File: src/include/spm_cfg.svh
// Timing counts, input channel map and reset levels of the power and reset manager
`ifndef SPM_CFG_SVH
`define SPM_CFG_SVH

`define SPM_CLK_MHZ       250
`define SPM_CNT_W         21

// Input filter window, shorter than the 16 ms least press so a legal press always passes
`define SPM_FILT_TIME_US  8000
`define SPM_FILT_CYCLES   (`SPM_FILT_TIME_US * `SPM_CLK_MHZ)
// Carrier reset pulse length
`define SPM_RST_TIME_US   1000
`define SPM_RST_CYCLES    (`SPM_RST_TIME_US * `SPM_CLK_MHZ)
// Lead time of the suspend warning before the sleep outputs move
`define SPM_WARN_TIME_US  100
`define SPM_WARN_CYCLES   (`SPM_WARN_TIME_US * `SPM_CLK_MHZ)

// Filtered input channels
`define SPM_NUM_IN        6
`define SPM_IN_PWR_BTN    0
`define SPM_IN_RST_BTN    1
`define SPM_IN_PWR_GOOD   2
`define SPM_IN_12V_OK     3
`define SPM_IN_PCIE_WAKE  4
`define SPM_IN_GEN_WAKE   5
// Idle level of each channel after reset: buttons and wakes released, supplies not yet good
`define SPM_IN_RESET_LVL  6'h33

`endif

File: src/include/spm_pkg.sv
// Types shared by the power and reset manager modules
`include "spm_cfg.svh"
package spm_pkg;

    typedef enum logic [2:0] {
        ST_OFF,
        ST_PWRUP,
        ST_RESET,
        ST_ON,
        ST_WARN,
        ST_RAM,
        ST_DISK
    } spm_state_e;

    typedef enum logic [1:0] {
        SLP_RAM,
        SLP_DISK,
        SLP_OFF
    } spm_sleep_e;

    typedef enum logic [2:0] {
        CAUSE_NONE,
        CAUSE_BUTTON,
        CAUSE_POWER,
        CAUSE_SUPPLY,
        CAUSE_WATCHDOG,
        CAUSE_SOFTWARE
    } spm_cause_e;

    typedef logic [`SPM_CNT_W-1:0] spm_cnt_t;
    typedef logic [`SPM_NUM_IN-1:0] spm_in_t;

    typedef struct packed {
        spm_in_t                      sync1;
        spm_in_t                      sync2;
        spm_in_t                      level;
        spm_in_t                      fall;
        spm_in_t                      rise;
        logic [`SPM_NUM_IN-1:0][`SPM_CNT_W-1:0] cnt;
    } spm_filt_s;

    typedef struct packed {
        logic carrier_reset_n;
        logic suspend_warning_n;
        logic sleep_ram_n;
        logic sleep_disk_n;
        logic soft_off_n;
    } spm_out_s;

    typedef struct packed {
        spm_state_e st;
        spm_sleep_e tgt;
        spm_cnt_t   cnt;
        spm_out_s   pins;
        logic       watchdog_event_out;
        spm_cause_e cause;
    } spm_core_s;

endpackage

File: src/include/spm_filt_if.sv
// Raw inputs toward the filter and clean levels and edges back to the sequencer
`timescale 1ns/10ps
interface spm_filt_if;
    spm_pkg::spm_in_t raw;
    spm_pkg::spm_in_t level;
    spm_pkg::spm_in_t fall;
    spm_pkg::spm_in_t rise;

    modport filt (
        input  raw,
        output level,
        output fall,
        output rise
    );
    modport user (
        output raw,
        input  level,
        input  fall,
        input  rise
    );
endinterface

File: src/core/spm_input_filter.sv
// Two-stage synchroniser and glitch filter with edge pulses for each input channel
`timescale 1ns/10ps
`include "spm_cfg.svh"
module spm_input_filter #(
    parameter int unsigned FILT_CYCLES = `SPM_FILT_CYCLES
) (
    input  wire logic ref_clk, // 250 MHz clock
    input  wire logic srst,    // Synchronous reset, active high
    spm_filt_if.filt  fi       // Raw in, filtered out
);
    localparam spm_pkg::spm_cnt_t FILT_LAST = `SPM_CNT_W'(FILT_CYCLES - 1);

    spm_pkg::spm_filt_s s_r;
    spm_pkg::spm_filt_s s_nxt;

    always_comb begin
        s_nxt       = s_r;
        s_nxt.sync1 = fi.raw;
        s_nxt.sync2 = s_r.sync1;
        s_nxt.fall  = '0;
        s_nxt.rise  = '0;
        // A change must hold for the whole window; anything shorter is dropped
        for (int i = 0; i < `SPM_NUM_IN; i++) begin
            if (s_r.sync2[i] == s_r.level[i]) begin
                s_nxt.cnt[i] = '0;
            end else if (s_r.cnt[i] >= FILT_LAST) begin // RL16
                s_nxt.cnt[i]   = '0;
                s_nxt.level[i] = s_r.sync2[i];
                s_nxt.fall[i]  = ~s_r.sync2[i];
                s_nxt.rise[i]  = s_r.sync2[i];
            end else begin
                s_nxt.cnt[i] = s_r.cnt[i] + `SPM_CNT_W'(1);
            end
        end
    end

    always_ff @(posedge ref_clk) begin
        if (srst) begin
            s_r       <= '0;
            s_r.sync1 <= `SPM_IN_RESET_LVL;
            s_r.sync2 <= `SPM_IN_RESET_LVL;
            s_r.level <= `SPM_IN_RESET_LVL;
        end else begin
            s_r <= s_nxt;
        end
    end

    assign fi.level = s_r.level;
    assign fi.fall  = s_r.fall;
    assign fi.rise  = s_r.rise;
endmodule

File: src/core/spm_power_manager.sv
// Power, sleep-state and carrier reset sequencer of the module toward its carrier board
`timescale 1ns/10ps
`include "spm_cfg.svh"

// Overview of operation
// (RL1) Power button falling edge leaves soft off
// (RL2) Carrier holds buttons low 16 ms minimum
// (RL3) Power button still watched in extended soft off
// (RL4) Reset button active low, edge triggered
// (RL5) One reset per press, never held
// (RL6) Carrier reset on button, power, 12V, watchdog, software
// (RL7) Power-good high means main power good
// (RL8) Suspend-to-RAM output low in that state
// (RL9) Carrier may invert RAM output for supply
// (RL10) Suspend-to-disk output low in that state
// (RL11) Soft-off output asserted in soft off
// (RL12) Suspend warning asserted before low-power entry
// (RL13) Watchdog event output flags a time-out
// (RL14) PCI Express wake input resumes system
// (RL15) General wake input resumes system
// (RL16) Inputs synchronised and filtered before edges
module spm_power_manager #(
    parameter int unsigned FILT_CYCLES = `SPM_FILT_CYCLES, // Input glitch window
    parameter int unsigned RST_CYCLES  = `SPM_RST_CYCLES,  // Carrier reset pulse
    parameter int unsigned WARN_CYCLES = `SPM_WARN_CYCLES  // Suspend warning lead
) (
    input  wire logic                ref_clk,            // 250 MHz clock
    input  wire logic                srst,               // Synchronous reset, active high
    input  wire logic                power_button_n,     // Power button, active low
    input  wire logic                reset_button_n,     // Reset button, active low
    input  wire logic                main_power_good,    // Main supply good, high
    input  wire logic                main_12v_input,     // 12 V above minimum, high
    input  wire logic                pcie_wake_n,        // PCI Express wake, active low
    input  wire logic                general_wake_n,     // Keyboard or mouse wake, active low
    input  wire logic                watchdog_timeout,   // Watchdog expiry, one-cycle pulse
    input  wire logic                watchdog_clear,     // Clears the watchdog flag, pulse
    input  wire logic                sw_reset_req,       // Software reset request, pulse
    input  wire logic                sw_sleep_req,       // Software sleep request, pulse
    input  spm_pkg::spm_sleep_e      sw_sleep_target,    // Sleep state for the request
    input  wire logic                extended_soft_off,  // Extended soft off mode, high
    output logic                     carrier_reset_n,    // Carrier reset, active low
    output logic                     suspend_warning_n,  // Suspend imminent, active low
    output logic                     sleep_ram_n,        // Suspend to RAM, active low
    output logic                     sleep_disk_n,       // Suspend to disk, active low
    output logic                     soft_off_n,         // Soft off, active low
    output logic                     watchdog_event_out, // Watchdog time-out seen, high
    output spm_pkg::spm_state_e      power_state,        // Current sequencer state
    output spm_pkg::spm_cause_e      reset_cause         // Source of the last carrier reset
);
    localparam spm_pkg::spm_cnt_t RST_LAST  = `SPM_CNT_W'(RST_CYCLES - 1);
    localparam spm_pkg::spm_cnt_t WARN_LAST = `SPM_CNT_W'(WARN_CYCLES - 1);

    spm_filt_if fif ();

    spm_input_filter #(
        .FILT_CYCLES (FILT_CYCLES)
    ) u_filt (
        .ref_clk (ref_clk),
        .srst    (srst),
        .fi      (fif.filt)
    );

    // Every button, supply and wake pin goes through the filter; the watchdog, software and extended soft off inputs are used raw
    always_comb begin
        fif.raw                     = '0;
        fif.raw[`SPM_IN_PWR_BTN]    = power_button_n;   // RL16
        fif.raw[`SPM_IN_RST_BTN]    = reset_button_n;   // RL16
        fif.raw[`SPM_IN_PWR_GOOD]   = main_power_good;  // RL16
        fif.raw[`SPM_IN_12V_OK]     = main_12v_input;   // RL16
        fif.raw[`SPM_IN_PCIE_WAKE]  = pcie_wake_n;      // RL16
        fif.raw[`SPM_IN_GEN_WAKE]   = general_wake_n;   // RL16
    end

    logic pwr_btn_fall;
    logic rst_btn_fall;
    logic pwr_good;
    logic supply_ok;
    logic wake_fall;

    assign pwr_btn_fall = fif.fall[`SPM_IN_PWR_BTN];   // RL1
    assign rst_btn_fall = fif.fall[`SPM_IN_RST_BTN];   // RL4
    assign pwr_good     = fif.level[`SPM_IN_PWR_GOOD]; // RL7
    assign supply_ok    = fif.level[`SPM_IN_12V_OK];
    assign wake_fall    = fif.fall[`SPM_IN_PCIE_WAKE]  // RL14
                        | fif.fall[`SPM_IN_GEN_WAKE];  // RL15

    // Pin levels of each state; deeper states keep the shallower lines asserted
    // so an inverted RAM line stays a valid supply enable in every off state
    function automatic spm_pkg::spm_out_s pins_of(spm_pkg::spm_state_e st);
        spm_pkg::spm_out_s p;
        p.carrier_reset_n   = 1'b0;
        p.suspend_warning_n = 1'b1;
        p.sleep_ram_n       = 1'b1;
        p.sleep_disk_n      = 1'b1;
        p.soft_off_n        = 1'b1;
        case (st)
            spm_pkg::ST_OFF: begin
                p.suspend_warning_n = 1'b0;
                p.sleep_ram_n       = 1'b0;
                p.sleep_disk_n      = 1'b0;
                p.soft_off_n        = 1'b0; // RL11
            end
            spm_pkg::ST_PWRUP,
            spm_pkg::ST_RESET: begin
                p.carrier_reset_n = 1'b0;
            end
            spm_pkg::ST_ON: begin
                p.carrier_reset_n = 1'b1;
            end
            spm_pkg::ST_WARN: begin
                p.carrier_reset_n   = 1'b1;
                p.suspend_warning_n = 1'b0; // RL12
            end
            spm_pkg::ST_RAM: begin
                p.suspend_warning_n = 1'b0;
                p.sleep_ram_n       = 1'b0; // RL8
            end
            spm_pkg::ST_DISK: begin
                p.suspend_warning_n = 1'b0;
                p.sleep_ram_n       = 1'b0;
                p.sleep_disk_n      = 1'b0; // RL10
            end
            default: begin
                p.carrier_reset_n = 1'b0;
            end
        endcase
        return p;
    endfunction

    spm_pkg::spm_core_s s_r;
    spm_pkg::spm_core_s s_nxt;

    always_comb begin
        s_nxt = s_r;
        case (s_r.st)
            spm_pkg::ST_OFF: begin
                // Only the power button leaves extended soft off
                if (pwr_btn_fall || (wake_fall && !extended_soft_off)) begin // RL1 RL3
                    s_nxt.st  = spm_pkg::ST_PWRUP;
                    s_nxt.cnt = '0;
                end
            end
            spm_pkg::ST_PWRUP: begin
                // Carrier stays in reset until both supplies report good
                if (pwr_good && supply_ok) begin // RL7
                    s_nxt.st  = spm_pkg::ST_RESET;
                    s_nxt.cnt = '0;
                end
            end
            spm_pkg::ST_RESET: begin
                if (!pwr_good || !supply_ok) begin
                    s_nxt.st    = spm_pkg::ST_PWRUP;
                    s_nxt.cause = pwr_good ? spm_pkg::CAUSE_SUPPLY : spm_pkg::CAUSE_POWER;
                end else if (s_r.cnt >= RST_LAST) begin // RL5
                    s_nxt.st  = spm_pkg::ST_ON;
                    s_nxt.cnt = '0;
                end else begin
                    s_nxt.cnt = s_r.cnt + `SPM_CNT_W'(1);
                end
            end
            spm_pkg::ST_ON: begin
                if (!pwr_good) begin // RL6 RL7
                    s_nxt.st    = spm_pkg::ST_PWRUP;
                    s_nxt.cause = spm_pkg::CAUSE_POWER;
                end else if (!supply_ok) begin // RL6
                    s_nxt.st    = spm_pkg::ST_PWRUP;
                    s_nxt.cause = spm_pkg::CAUSE_SUPPLY;
                end else if (rst_btn_fall) begin // RL4 RL5 RL6
                    s_nxt.st    = spm_pkg::ST_RESET;
                    s_nxt.cnt   = '0;
                    s_nxt.cause = spm_pkg::CAUSE_BUTTON;
                end else if (watchdog_timeout) begin // RL6
                    s_nxt.st    = spm_pkg::ST_RESET;
                    s_nxt.cnt   = '0;
                    s_nxt.cause = spm_pkg::CAUSE_WATCHDOG;
                end else if (sw_reset_req) begin // RL6
                    s_nxt.st    = spm_pkg::ST_RESET;
                    s_nxt.cnt   = '0;
                    s_nxt.cause = spm_pkg::CAUSE_SOFTWARE;
                end else if (pwr_btn_fall) begin
                    s_nxt.st  = spm_pkg::ST_WARN;
                    s_nxt.tgt = spm_pkg::SLP_OFF;
                    s_nxt.cnt = '0;
                end else if (sw_sleep_req) begin
                    s_nxt.st  = spm_pkg::ST_WARN;
                    s_nxt.tgt = sw_sleep_target;
                    s_nxt.cnt = '0;
                end
            end
            spm_pkg::ST_WARN: begin
                // Sleep lines move only after the warning has stood its full lead time
                if (s_r.cnt >= WARN_LAST) begin // RL12
                    s_nxt.cnt = '0;
                    case (s_r.tgt)
                        spm_pkg::SLP_RAM:  s_nxt.st = spm_pkg::ST_RAM;
                        spm_pkg::SLP_DISK: s_nxt.st = spm_pkg::ST_DISK;
                        default:           s_nxt.st = spm_pkg::ST_OFF;
                    endcase
                end else begin
                    s_nxt.cnt = s_r.cnt + `SPM_CNT_W'(1);
                end
            end
            spm_pkg::ST_RAM,
            spm_pkg::ST_DISK: begin
                if (pwr_btn_fall || wake_fall) begin // RL14 RL15
                    s_nxt.st  = spm_pkg::ST_PWRUP;
                    s_nxt.cnt = '0;
                end
            end
            default: begin
                s_nxt.st  = spm_pkg::ST_OFF;
                s_nxt.cnt = '0;
            end
        endcase

        // A time-out landing on a clear still leaves the flag set
        if (watchdog_timeout) begin // RL13
            s_nxt.watchdog_event_out = 1'b1;
        end else if (watchdog_clear) begin
            s_nxt.watchdog_event_out = 1'b0;
        end

        // Pins follow the next state so that they leave a flop together with it
        s_nxt.pins = pins_of(s_nxt.st); // RL6 RL8 RL10 RL11 RL12
    end

    always_ff @(posedge ref_clk) begin
        if (srst) begin
            s_r       <= '0;
            s_r.st    <= spm_pkg::ST_OFF;
            s_r.tgt   <= spm_pkg::SLP_OFF;
            s_r.cause <= spm_pkg::CAUSE_NONE;
        end else begin
            s_r <= s_nxt;
        end
    end

    assign carrier_reset_n    = s_r.pins.carrier_reset_n;
    assign suspend_warning_n  = s_r.pins.suspend_warning_n;
    assign sleep_ram_n        = s_r.pins.sleep_ram_n;
    assign sleep_disk_n       = s_r.pins.sleep_disk_n;
    assign soft_off_n         = s_r.pins.soft_off_n;
    assign watchdog_event_out = s_r.watchdog_event_out;
    assign power_state        = s_r.st;
    assign reset_cause        = s_r.cause;
endmodule

File: config.mk
export PLATFORM = sky130hd
export DESIGN_NAME = spm_power_manager
export DESIGN_NICKNAME = d
export VERILOG_FILES = /design/src/include/spm_pkg.sv /design/src/include/spm_filt_if.sv /design/src/core/spm_input_filter.sv /design/src/core/spm_power_manager.sv
export VERILOG_INCLUDE_DIRS = /design/src /design/src/include
export SDC_FILE = /design/constraint.sdc
export NUM_CORES = 1
export LEC_CHECK = 0
export ABC_AREA = 1
export BUFFER_PORTS_ARGS = -buffer_cell sky130_fd_sc_hd__buf_4
export CAP_MARGIN = 15
export CORE_MARGIN = 2
export CORE_UTILIZATION = 45
export DETAILED_ROUTE_END_ITERATION = 12
export PLACE_DENSITY = 0.57
export SLEW_MARGIN = 25
export SYNTH_ARGS = -nofsm -noshare
export SYNTH_HDL_FRONTEND = slang
export SYNTH_SLANG_ARGS = --single-unit
File: constraint.sdc
create_clock -name ref_clk -period 2.25 [get_ports ref_clk]
set_input_delay 0.1125 -clock ref_clk [delete_from_list [all_inputs] [get_ports ref_clk]]
set_output_delay 0.1125 -clock ref_clk [all_outputs]
set_load 0.01 [all_outputs]
==> run metrics <==
outcome complete, no violations; die width 146 um; Core Box Area 20000 um2; Via density 4.71; multi-input logic area 4560 um2; drt drc 0; WL final 17.9 mm; flip-flop and latch area 3660 um2; share of the synthesized area in the top cell type 40.2%; Synth Cell Area 9110 um2; largest area contributor in the netlist dfxtp_1; vias after detailed routing 7492; post-DR wirelength/cell 11.2 um; Clk pwr share 46.1%; final instance area 10200 um2; peak supply drop 477 uV; post-layout net count 1329; CP Max Fanout 10; CTS tree done; Final period util 86.5%; # hold bufs at CTS 11; Num CTS Buffers 17; Max Clock Freq 0.514 GHz; fin cells 1592; fill count 2047; Synth Area per Inst 7.14 um2; Resized cells post-CTS 0; Worst Setup Start Kind flop; final hold vios 0; number of synthesized flops with an enable pin 0; number of I/O pins 27; worst min-delay path endpoint u_filt.fi.fall[1]; R2R Path Start power_state[1]; Hold Crit Depth 4; sequential share of power 52.2%; CP max stage cell dlygate4sd3_1; Worst-Margin Slew 0.405 ns; Syn Nets 1298; GP Congestion 0.878; setup_tns 0 ns; CP Data Required Time 2.61 ns; placed instance count 1547; unrepaired setup endpoints after global routing no; crit-path leading delay family buffers and inverters; Initial Util 45.5%; most common cell after layout, fill and taps aside nor2_1; GRT Overall Usage 17.6%; initial DRC count 277; Cell Area, Placed 9500 um2; Setup CP Type reg2reg; die height 146 um; Most Frequent Cell on Critical Path nand2_1; Setup Viol. Count Final 0; PD cells 613 nW/um2; port buffer count 26; ranking of synthesized cells by area dfxtp_1, nor2_1, nand2_1; commonest cells after routing, fill and taps aside nor2_1, nand2_1, dfxtp_1; post-route ant nets 0; CTS root buf clkbuf_16; Largest stage delay, worst path 0.57 ns; Max Cap Viol 0; GRT Residual Overflow 0; Switching Share 21.3%; Comb pwr share 1.7%; R2R setup slack 0.30 ns; H-tree depth 4; Site Rows 52; Clock Latency Late Sink 0.43 ns; reg-to-reg critical path endpoint s_r[30]; first-pass GRT wire length 31.5 mm; fraction of final layout cells with drive strength greater than 1 9.17%; Crit. End Element flop; Worst Hold Launch srst; Synth Instances 1276; CTS max path bufs 2; P_sw 0.00133 W; P_leak 3.87 nW; fin util 50.8%; synth warn 0; Worst-path clk slew 0.07 ns; worst hold-check path type in2reg; unique cell type count in the Yosys netlist 46; FF-to-FF path depth 9; Yosys reg bits 183; initial antenna violation count 0; CTS sink cnt 183; largest net degree at the start of global routing 27; post-route minimum period 1.95 ns; die area 21400 um2; main flop type after synthesis dfxtp_1; Max-slew headroom 72.8%; vias in the first global route 6997; post-DP HPWL 12.9 mm; Internal 0.00491 W; First-pass DRT Iterations 4; Post-synth ARST share 0%; Clock Skew 0.0116 ns; postcts setup bufs 0; area grow syn2layout 11.7%; cell depth of the worst setup path 9; worst-path cell chain nand2_1 -> inv_1 -> nand2_2 -> nor2_2 -> nand2_1 -> nor2_1 -> nand4_1 -> dlygate4sd3_1 -> a21oi_1; CP bufs+invs 2; max-slew violations 0; arrival time worst endpoint 2.30 ns; post-synthesis sequential area ratio 40.2%
[power by group through the flow]
stage / clock network, W / registers, W / logic [W]
3_5_place_dp: 0 / 0.00333 / 0.0000945
3_3_place_gp: 0 / 0.00333 / 0.0000935
6_report: 0.00288 / 0.00326 / 0.000108
2_1_floorplan: 0 / 0.00333 / 0.0000562
4_1_cts: 0.00297 / 0.00326 / 0.000110
5_1_grt: 0.00311 / 0.00326 / 0.000121
[worst max path at each step]
stage / from / endpoint / slack [ns]
final: power_state[1] / s_r[30] / 0.30
after floorplan: u_filt.s_r[63] / u_filt.s_r[81] / 0.62
after global routing: power_state[1] / s_r[24] / 0.11
after detailed placement: power_state[1] / s_r[24] / 0.39
after CTS: power_state[1] / s_r[30] / 0.31
after global placement: power_state[0] / s_r[20] / 0.43
[cells by family (layout without fill, tap and decap cells)]
group	Yosys count	count (layout)	synth area share [%]
flops	183	183	40.2
buf+inv	214	258	9.80
compound gates	70	70	4.32
simple gates	704	704	35.3
other cells	0	2	0
xor+xnor	98	98	9.42
fa+ha+maj	7	7	0.961
[Yosys cell counts (4+ instances only)]
library cell and instances:
or2_2 13, nand4_1 38, nand2_1 230, nor3b_1 5, xnor2_1 26, a21oi_1 34, buf_4 13, dfxtp_1 183
ha_1 7, clkbuf_1 8, o21ai_0 18, nor4_1 17, nand3_2 5, nor2_1 239, nor3_2 5, buf_6 4
o211ai_1 9, xor2_1 72, buf_2 9, nand3_1 75, and3_1 5, nor3_1 35, inv_1 177, nor2_2 13
[state kept, by name (all words and copies together) (netlist names)]
| signal | cells |
|---|---|
| suspend_warning_n | 1 |
| sleep_ram_n | 1 |
| power_state | 3 |
| u_filt.s_r | 132 |
| sleep_disk_n | 1 |
| reset_cause | 3 |
| s_r | 23 |
| carrier_reset_n | 1 |
| soft_off_n | 1 |
| u_filt.fi.level | 6 |
| watchdog_event_out | 1 |
| u_filt.s_nxt | 6 |
| u_filt.fi.fall | 4 |
[tightest hold or removal path, delay by kind of cell]
family | cells | cell delay, ns
simple gates | 1 | 0.06
compound gates | 1 | 0.11
buf+inv | 2 | 0.17
[stage by stage]
stage	worst slack, ns	hold WS, ns	power [W]
after floorplan	0.625	0.216	0.00339
after global placement	0.430	0.301	0.00343
after detailed placement	0.386	0.301	0.00343
after CTS	0.310	0.0638	0.00634
after global routing	0.106	0.112	0.00649
final	0.304	0.0714	0.00625
[routing by layer]
layer,vias up,track usage [%],part of all wire (%)
li1,4082,-,-
met1,3323,23.5,51
met2,75,28.9,45
met3,12,3.91,3.3
met4,0,4.51,0.97
met5,-,0,0
[final cells by class]
type | count | area share (%)
multi-input combinational | 879 | 44.8
sequential | 183 | 36.0
inverter | 180 | 6.64
clock buffer | 21 | 4.62
timing repair buffer | 46 | 3.66
tap | 270 | 3.32
clock inverter | 11 | 0.971
antenna | 2 | 0.0492
No activity file was read; power rests on OpenSTA's default activity.
